$ cat config.mk
export PLATFORM = sky130hd
export DESIGN_NAME = mwcf_switch
export DESIGN_NICKNAME = d
export VERILOG_FILES = /design/src/mwcf_pkg.sv /design/src/mwcf_queue_if.sv /design/src/mwcf_edge_input_queue.sv /design/src/mwcf_switch.sv
export SDC_FILE = /design/constraint.sdc
export NUM_CORES = 1
export LEC_CHECK = 0
export ABC_AREA = 1
export BUFFER_PORTS_ARGS = -buffer_cell sky130_fd_sc_hd__buf_2
export CORE_MARGIN = 2
export CORE_UTILIZATION = 40
export CTS_CLUSTER_DIAMETER = 100
export DETAILED_ROUTE_END_ITERATION = 16
export MAX_ROUTING_LAYER = met4
export PLACE_DENSITY_LB_ADDON = 0.2
export SLEW_MARGIN = 30
export SYNTH_ARGS = -nofsm -noshare
export SYNTH_HDL_FRONTEND = slang
export SYNTH_HIERARCHICAL = 1
export SYNTH_SLANG_ARGS = --single-unit
$ cat constraint.sdc
create_clock -name clk_i -period 16 [get_ports clk_i]
set_input_delay 4 -clock clk_i [delete_from_list [all_inputs] [get_ports clk_i]]
set_output_delay 4 -clock clk_i [all_outputs]
set_load 0.02 [all_outputs]
$ cat src/mwcf_pkg.sv
// Package with shared constants and types for the mesh word crossbar switch
package mwcf_pkg;
    localparam int MWCF_WORD_W    = 32;
    localparam int MWCF_NPORT     = 5;
    localparam int MWCF_QDEPTH    = 4;
    localparam int MWCF_ROUTE_LEN = 8;
    localparam int MWCF_SEL_W     = 3;
    localparam logic [MWCF_SEL_W-1:0] MWCF_SEL_NONE = 3'h7;
    localparam logic [2:0] MWCF_CREDIT_MAX = 3'h4;
    localparam logic [2:0] MWCF_CREDIT_ONE = 3'h1;
    localparam logic [2:0] MWCF_CREDIT_ZERO = 3'h0;
    typedef enum logic [1:0] {MWCF_IDLE, MWCF_RUN} mwcf_state_t;
endpackage : mwcf_pkg

$ cat src/mwcf_queue_if.sv
// Interface between an edge input queue and the local switch
`timescale 1ns/1ps
interface mwcf_queue_if #(parameter int WORD_W = 32);
    logic              head_word_available;
    logic [WORD_W-1:0] head_word_value;
    logic              dequeue_ack;
    modport queue  (output head_word_available, output head_word_value, input dequeue_ack);
    modport switch (input head_word_available, input head_word_value, output dequeue_ack);
endinterface : mwcf_queue_if

$ cat src/mwcf_edge_input_queue.sv
// Edge input queue with forward and backward flow control
`timescale 1ns/1ps
module mwcf_edge_input_queue #(
    parameter int WORD_W = 32,
    parameter int DEPTH  = 4
) (
    // Clock and reset
    input  wire logic              clk_i,
    input  wire logic              resetn_i,
    // Channel from remote switch
    input  wire logic              word_present_in_i,
    input  wire logic [WORD_W-1:0] channel_word_in_i,
    output logic                   space_freed_out_o,
    // Local switch side
    mwcf_queue_if.queue            sw
);
    localparam int PW = $clog2(DEPTH);
    logic [WORD_W-1:0] mem [DEPTH];
    logic [PW-1:0]     wr_ptr;
    logic [PW-1:0]     rd_ptr;
    logic [PW:0]       count;
    logic              deq;

    assign deq = sw.dequeue_ack && (count != '0);
    assign sw.head_word_available = (count != '0);
    assign sw.head_word_value     = mem[rd_ptr];

    // Sender guarantees room, so no full check
    always_ff @(posedge clk_i) begin
        if (word_present_in_i) begin
            mem[wr_ptr] <= channel_word_in_i;
        end
    end

    always_ff @(posedge clk_i or negedge resetn_i) begin
        if (!resetn_i) begin
            wr_ptr <= '0;
            rd_ptr <= '0;
            count  <= '0;
        end else begin
            if (word_present_in_i) begin
                wr_ptr <= (wr_ptr == PW'(DEPTH - 1)) ? '0 : wr_ptr + 1'b1;
            end
            if (deq) begin
                rd_ptr <= (rd_ptr == PW'(DEPTH - 1)) ? '0 : rd_ptr + 1'b1;
            end
            count <= count + (PW+1)'(word_present_in_i) - (PW+1)'(deq);
        end
    end

    always_ff @(posedge clk_i or negedge resetn_i) begin
        if (!resetn_i) begin
            space_freed_out_o <= 1'b0;
        end else begin
            space_freed_out_o <= deq;
        end
    end
endmodule : mwcf_edge_input_queue

$ cat src/mwcf_switch.sv
// Top of the per-tile static mesh switch: input queues, route sequencer, crossbar
`timescale 1ns/1ps
module mwcf_switch
    import mwcf_pkg::*;
#(
    parameter int WORD_W    = mwcf_pkg::MWCF_WORD_W,
    parameter int NPORT     = mwcf_pkg::MWCF_NPORT,
    parameter int QDEPTH    = mwcf_pkg::MWCF_QDEPTH,
    parameter int ROUTE_LEN = mwcf_pkg::MWCF_ROUTE_LEN
) (
    // Clock and reset
    input  wire logic                                      clk_i,
    input  wire logic                                      resetn_i,
    // Route program load (one step per write)
    input  wire logic                                      route_wr_i,
    input  wire logic [$clog2(ROUTE_LEN)-1:0]              route_addr_i,
    input  wire logic [NPORT-1:0][mwcf_pkg::MWCF_SEL_W-1:0] route_data_i,
    input  wire logic [$clog2(ROUTE_LEN)-1:0]              route_last_i,
    input  wire logic                                      run_i,
    // Incoming channels (port NPORT-1 is the local processor)
    input  wire logic [NPORT-1:0]                          word_present_in_i,
    input  wire logic [NPORT-1:0][WORD_W-1:0]              channel_word_in_i,
    output logic      [NPORT-1:0]                          space_freed_out_o,
    // Outgoing channels
    output logic      [NPORT-1:0]                          word_present_out_o,
    output logic      [NPORT-1:0][WORD_W-1:0]              channel_word_out_o,
    input  wire logic [NPORT-1:0]                          space_freed_in_i,
    // Status
    output logic                                           stalled_o,
    output logic      [$clog2(ROUTE_LEN)-1:0]              route_pc_o
);
    import mwcf_pkg::*;
    localparam int AW = $clog2(ROUTE_LEN);

    // Reset enters at once, leaves on the clock
    logic rst_meta;
    logic rst_n;
    always_ff @(posedge clk_i or negedge resetn_i) begin
        if (!resetn_i) begin
            rst_meta <= 1'b0;
            rst_n    <= 1'b0;
        end else begin
            rst_meta <= 1'b1;
            rst_n    <= rst_meta;
        end
    end

    // Route store: per output, which input feeds it, or none
    logic [NPORT-1:0][MWCF_SEL_W-1:0] route_mem [ROUTE_LEN];
    logic [NPORT-1:0][MWCF_SEL_W-1:0] cur_route;
    logic [NPORT-1:0]                 head_avail;
    logic [NPORT-1:0][WORD_W-1:0]     head_val;
    logic [NPORT-1:0]                 deq_ack;
    logic [NPORT-1:0][2:0]            credit;
    logic [NPORT-1:0]                 src_need;
    logic [NPORT-1:0]                 dst_need;
    // Step control
    logic                             go;
    logic [NPORT-1:0]                 dst_room;
    logic                             step;
    mwcf_state_t                      state;

    function automatic logic sel_valid(input logic [MWCF_SEL_W-1:0] s);
        sel_valid = (s != MWCF_SEL_NONE) && (int'(s) < NPORT);
    endfunction : sel_valid

    // One edge input queue per incoming channel
    genvar gi;
    generate
        for (gi = 0; gi < NPORT; gi++) begin : g_port
            mwcf_queue_if #(.WORD_W(WORD_W)) qif ();
            mwcf_edge_input_queue #(.WORD_W(WORD_W), .DEPTH(QDEPTH)) u_q (
                .clk_i             (clk_i),
                .resetn_i          (rst_n),
                .word_present_in_i (word_present_in_i[gi]),
                .channel_word_in_i (channel_word_in_i[gi]),
                .space_freed_out_o (space_freed_out_o[gi]),
                .sw                (qif.queue)
            );
            assign head_avail[gi]       = qif.head_word_available;
            assign head_val[gi]         = qif.head_word_value;
            assign qif.dequeue_ack      = deq_ack[gi];
        end
    endgenerate

    // Route store has no reset; load it before raising run
    always_ff @(posedge clk_i) begin
        if (route_wr_i) begin
            route_mem[route_addr_i] <= route_data_i;
        end
    end

    assign cur_route = route_mem[route_pc_o];

    // Need maps for this step; stall if source empty or destination full
    always_comb begin
        src_need = '0;
        dst_need = '0;
        for (int o = 0; o < NPORT; o++) begin
            if (sel_valid(cur_route[o])) begin
                dst_need[o] = 1'b1;
                src_need[cur_route[o]] = 1'b1;
            end
        end
    end

    // Sources first: a missing head word holds the whole step
    always_comb begin
        go = (state == MWCF_RUN);
        for (int i = 0; i < NPORT; i++) begin
            if (src_need[i] && !head_avail[i]) begin
                go = 1'b0;
            end
        end
    end

    // Then destinations: a needed output without credit holds it as well
    always_comb begin
        for (int o = 0; o < NPORT; o++) begin
            dst_room[o] = (credit[o] != MWCF_CREDIT_ZERO);
        end
    end

    assign step = go && ((dst_need & ~dst_room) == '0);

    // All sources of a step dequeue together so words leave in program order;
    // a source that feeds several outputs is still dequeued once
    assign deq_ack = step ? src_need : '0;

    // Dropping run parks the sequencer at step zero
    always_ff @(posedge clk_i or negedge rst_n) begin
        if (!rst_n) begin
            state <= MWCF_IDLE;
        end else begin
            unique case (state)
                MWCF_IDLE: begin
                    if (run_i) state <= MWCF_RUN;
                end
                MWCF_RUN: begin
                    if (!run_i) state <= MWCF_IDLE;
                end
            endcase
        end
    end

    // Wraps after the last loaded step
    always_ff @(posedge clk_i or negedge rst_n) begin
        if (!rst_n) begin
            route_pc_o <= '0;
        end else if (state == MWCF_IDLE) begin
            route_pc_o <= '0;
        end else if (step) begin
            route_pc_o <= (route_pc_o == route_last_i) ? '0 : route_pc_o + 1'b1;
        end
    end

    // Reports the edge before: running but no step taken
    always_ff @(posedge clk_i or negedge rst_n) begin
        if (!rst_n) begin
            stalled_o <= 1'b0;
        end else begin
            stalled_o <= (state == MWCF_RUN) && !step;
        end
    end

    // Registered outputs: one wire segment per cycle
    always_ff @(posedge clk_i or negedge rst_n) begin
        if (!rst_n) begin
            word_present_out_o <= '0;
        end else begin
            for (int o = 0; o < NPORT; o++) begin
                word_present_out_o[o] <= step && dst_need[o];
            end
        end
    end

    // Word holds between sends; only the flag marks a new one
    always_ff @(posedge clk_i or negedge rst_n) begin
        if (!rst_n) begin
            channel_word_out_o <= '0;
        end else begin
            for (int o = 0; o < NPORT; o++) begin
                if (step && dst_need[o]) begin
                    channel_word_out_o[o] <= head_val[cur_route[o]];
                end
            end
        end
    end

    // Conservative credit per remote queue, starting at its depth. A freed
    // pulse returns three edges after a send at the earliest, which four
    // entries cover at one word per cycle.
    always_ff @(posedge clk_i or negedge rst_n) begin
        if (!rst_n) begin
            credit <= {NPORT{MWCF_CREDIT_MAX}};
        end else begin
            for (int o = 0; o < NPORT; o++) begin
                credit[o] <= credit[o] - ((step && dst_need[o]) ? MWCF_CREDIT_ONE : MWCF_CREDIT_ZERO)
                                       + (space_freed_in_i[o] ? MWCF_CREDIT_ONE : MWCF_CREDIT_ZERO);
            end
        end
    end
endmodule : mwcf_switch

==> impl_results.md <==
- CTS Buffer Depth: 3
- Htree depth: 3
- Fin. Hold Viols: 0
- Pwr dens: 224.6 mW/mm2
- Initial core utilization: 40.31%
- Top-area cell type share of the netlist area: 49.58%
- Crit-path cells: buf_4, inv_2, buf_4, nand2_1, nand3_1, nand3_1, nand2_1, nand2_1, nand2_2, buf_4, nand2_1, nand2_1, nor2_1, nand2_1, nor2_8, buf_4, nand3_2, inv_1, ha_1, inv_1, ha_1, fa_1, xnor2_1, xor2_1
- Worst-path clk slew: 0.06 ns
- Filler Cells Inserted: 10860
- Main synth FF type: edfxtp_1
- Final nets: 5098
- GRT Util Overall: 27.73%
- Die width: 343.2 um
- Initial antenna violation count: 20
- Synth area leaders: edfxtp_1 (50%), dfrtp_1 (12%), nand2_1 (12%)
- Maximum VDD drop: 131.9 uV
- Max-slew violation count: 0
- Max-cap violations: 0
- Static leakage: 22.61 nW
- DRC errors left: 0
- Final Critical Period: 6.562 ns
- Worst-margin pin slew: 1.075 ns
- Post-CTS Repair Setup Buffers: 0
- Num CTS Buffers: 104
- Critical path data arrival time: 7.18 ns
- Overflow after GRT: 0
- Post-route ant nets: 0
- Clk network pwr share: 20.5%
- Avg Vias per Cell: 5.406
- Iteration-0 DRC Markers: 3950
- Largest net degree at the start of global routing: 119
- CTS Hold Buffers Added: 0
- Switching pwr: 5.694 mW
- Sw Ratio: 48.54%
- Slowest stage delay, CP: 0.77 ns
- Syn avg cell area: 10.03 um2
- RSZ-0062 raised after global routing: no
- Final Cycle Share: 41.01%
- Setup TNS: 0 ns
- Number of buffers added on ports: 368
- Sequential Power Share: 30.9%
- Skew-Pair Late Insertion Delay: 0.70 ns
- Synth Cell Area: 0.04603 mm2
- Detailed Place HPWL: 112.9 mm
- Area Growth Syn to Fin: 13.47%
- Wire length of the first global-routing pass: 228.3 mm
- Layout cells sized above 1: 13.09%
- Final Routed Wirelength: 160.1 mm
- Core area: 0.1142 mm2
- Die area: 0.1178 mm2
- Length of the first detailed-routing pass in iterations: 8
- Clk root buf: clkbuf_16
- Synth unique cells: 39
- Final setup violation count: 0
- Register bit total from synthesis: 987
- Gpl congestion: 1.012
- Cells after synthesis: 4590
- Post-Route Skew: 0.02751 ns
- CTS resizes: 0
- CP endpoint kind: flop
- Fmax: 152.4 MHz
- Comb pwr share: 48.6%
- WL/cell: 24.79 um
- Max FO, Critical Path: 79
- Min-delay worst type: reg2async
- Num rows: 124
- # IOs: 369
- Post-Syn Nets: 4841
- Vias: 34930
- Die height: 343.2 um
- Slew margin rel.: 28.26%
- Sink Count: 987
- Warning count from the yosys run: 6
- Status: finished, final reports clean
- CTS tree: built
- CP most frequent cell: nand2_1
- WS Path Type: reg2reg
- Seq/Total Area, Yosys: 61.94%
- CP startpoint kind: flop
- Vias in the first global route: 33140
- Int Pwr: 6.037 mW
- Synth async-reset ratio: 23.00%
- Critical Path RT: 16.61 ns
- EDFF count, synth: 760
- Synth area leader: edfxtp_1
- CP max-delay cell: dfrtp_2
- Total power draw: 11.73 mW
## metrics by stage
stage,utilization (%),hold slack [ns],instances,cell area [um2],setup WS (ns)
floorplan,-,0.3312,4590,46030,9.214
global placement,42.69,0.2624,6252,48750,9.721
detailed placement,42.71,0.2624,6253,48770,9.584
CTS,45.70,0.2535,6448,52190,9.593
global route,45.74,0.2825,6460,52230,8.819
finish,45.74,0.2488,6461,52230,9.438
## state kept, by name (all words and copies together), names as in the netlist, 5 cells and up
register / flops
credit: 15
route_mem: 120
g_port.u_q/rd_ptr: 10
g_port.u_q/wr_ptr: 10
channel_word_out_o: 160
g_port.u_q/count: 15
word_present_out_o: 5
g_port.u_q/space_freed_out_o: 5
g_port.u_q/mem: 640
## cell type report
| class | count | area [um2] | area share [%] |
|---|---|---|---|
| flip-flops and latches | 987 | 28530 | 54.63 |
| multi-input cells | 2730 | 13850 | 26.52 |
| clock buffers | 158 | 3038 | 5.816 |
| inverters | 610 | 2292 | 4.389 |
| repair buffers | 414 | 2211 | 4.233 |
| well taps | 1512 | 1892 | 3.622 |
| clock inverters | 37 | 381.6 | 0.7306 |
| diodes | 13 | 32.53 | 0.06228 |
## cells in the mapped netlist (2+ instances only)
cell and number:
xor2_1 8, a22oi_1 61, o211ai_1 343, o2111ai_1 40, clkbuf_1 74, clkinv_1 7, buf_8 2, edfxtp_1 760
nand2_4 2, inv_2 10, ha_1 46, nor3_1 5, buf_4 13, dfrtp_1 222, nand2_2 7, nor2_1 145
buf_2 131, nand3_1 153, fa_1 10, a21oi_1 103, xnor2_1 16, o21bai_1 4, o21ai_0 37, buf_1 19
o21ai_1 2, o21a_1 9, nand4_1 242, nand3_2 14, inv_1 592, buf_6 23, dfstp_2 5, nand2_1 1478
## power by group through the flow
| stage | sequential (mW) | clock (mW) | combinational [mW] |
|---|---|---|---|
| floorplan | 3.73 | 0 | 3.39 |
| global placement | 3.67 | 0 | 5.50 |
| detailed placement | 3.68 | 0 | 5.55 |
| global route | 3.68 | 2.55 | 6.04 |
| CTS | 3.63 | 2.45 | 5.56 |
| finish | 3.63 | 2.40 | 5.70 |
## metal layers
metal,vias up,share of wire (%),track usage (%)
met5,-,0,-
met4,0,6.4,15.13
met3,449,7.5,5.272
met2,1490,48,44.65
met1,16830,38,32.89
li1,16160,-,-
## path summary, 6_finish.rpt
kind,cells after the start,from,slack (ns),to
worst min register to register,0,rst_n,0.25,channel_word_out_o[151]
worst max register to register,24,route_pc_o[0],9.44,credit[8]
max in group asynchronous,1,resetn_i,12.80,rst_n
min in group clk_i,0,rst_meta,0.35,rst_n
worst max-delay path,24,route_pc_o[0],9.44,credit[8]
worst min-delay path,0,rst_n,0.25,channel_word_out_o[151]
## critical path, delay by kind of cell, from the launching register on
family | cells | cell delay [ns]
AND/OR/NAND/NOR | 12 | 2.46
buffers and inverters | 7 | 2.02
flip-flops | 1 | 0.77
adder cells (fa/ha/maj) | 3 | 0.75
XOR/XNOR | 2 | 0.35
## cells by family after synthesis
| family | count (synthesis) | share of synthesized area, % |
|---|---|---|
| other | 1 | 0.008147 |
| XOR/XNOR | 24 | 0.4567 |
| AND/OR/NAND/NOR | 2050 | 18.79 |
| buffers and inverters | 873 | 8.019 |
| AO/OA/AOI/OAI | 599 | 9.106 |
| flip-flops | 987 | 61.94 |
| adder cells (fa/ha/maj) | 56 | 1.685 |
## layout by cell type (no fill, tap or decap), types with 61 or more instances in the layout
| master | count |
|---|---|
| dfrtp_1 | 214 |
| nand2_1 | 1477 |
| nand4_1 | 242 |
| o211ai_1 | 343 |
| edfxtp_1 | 760 |
| nand3_1 | 153 |
| buf_2 | 368 |
| a22oi_1 | 61 |
| a21oi_1 | 103 |
| clkbuf_16 | 106 |
| inv_1 | 569 |
| nor2_1 | 142 |
Note: power is estimated with default switching activity, not from simulation.
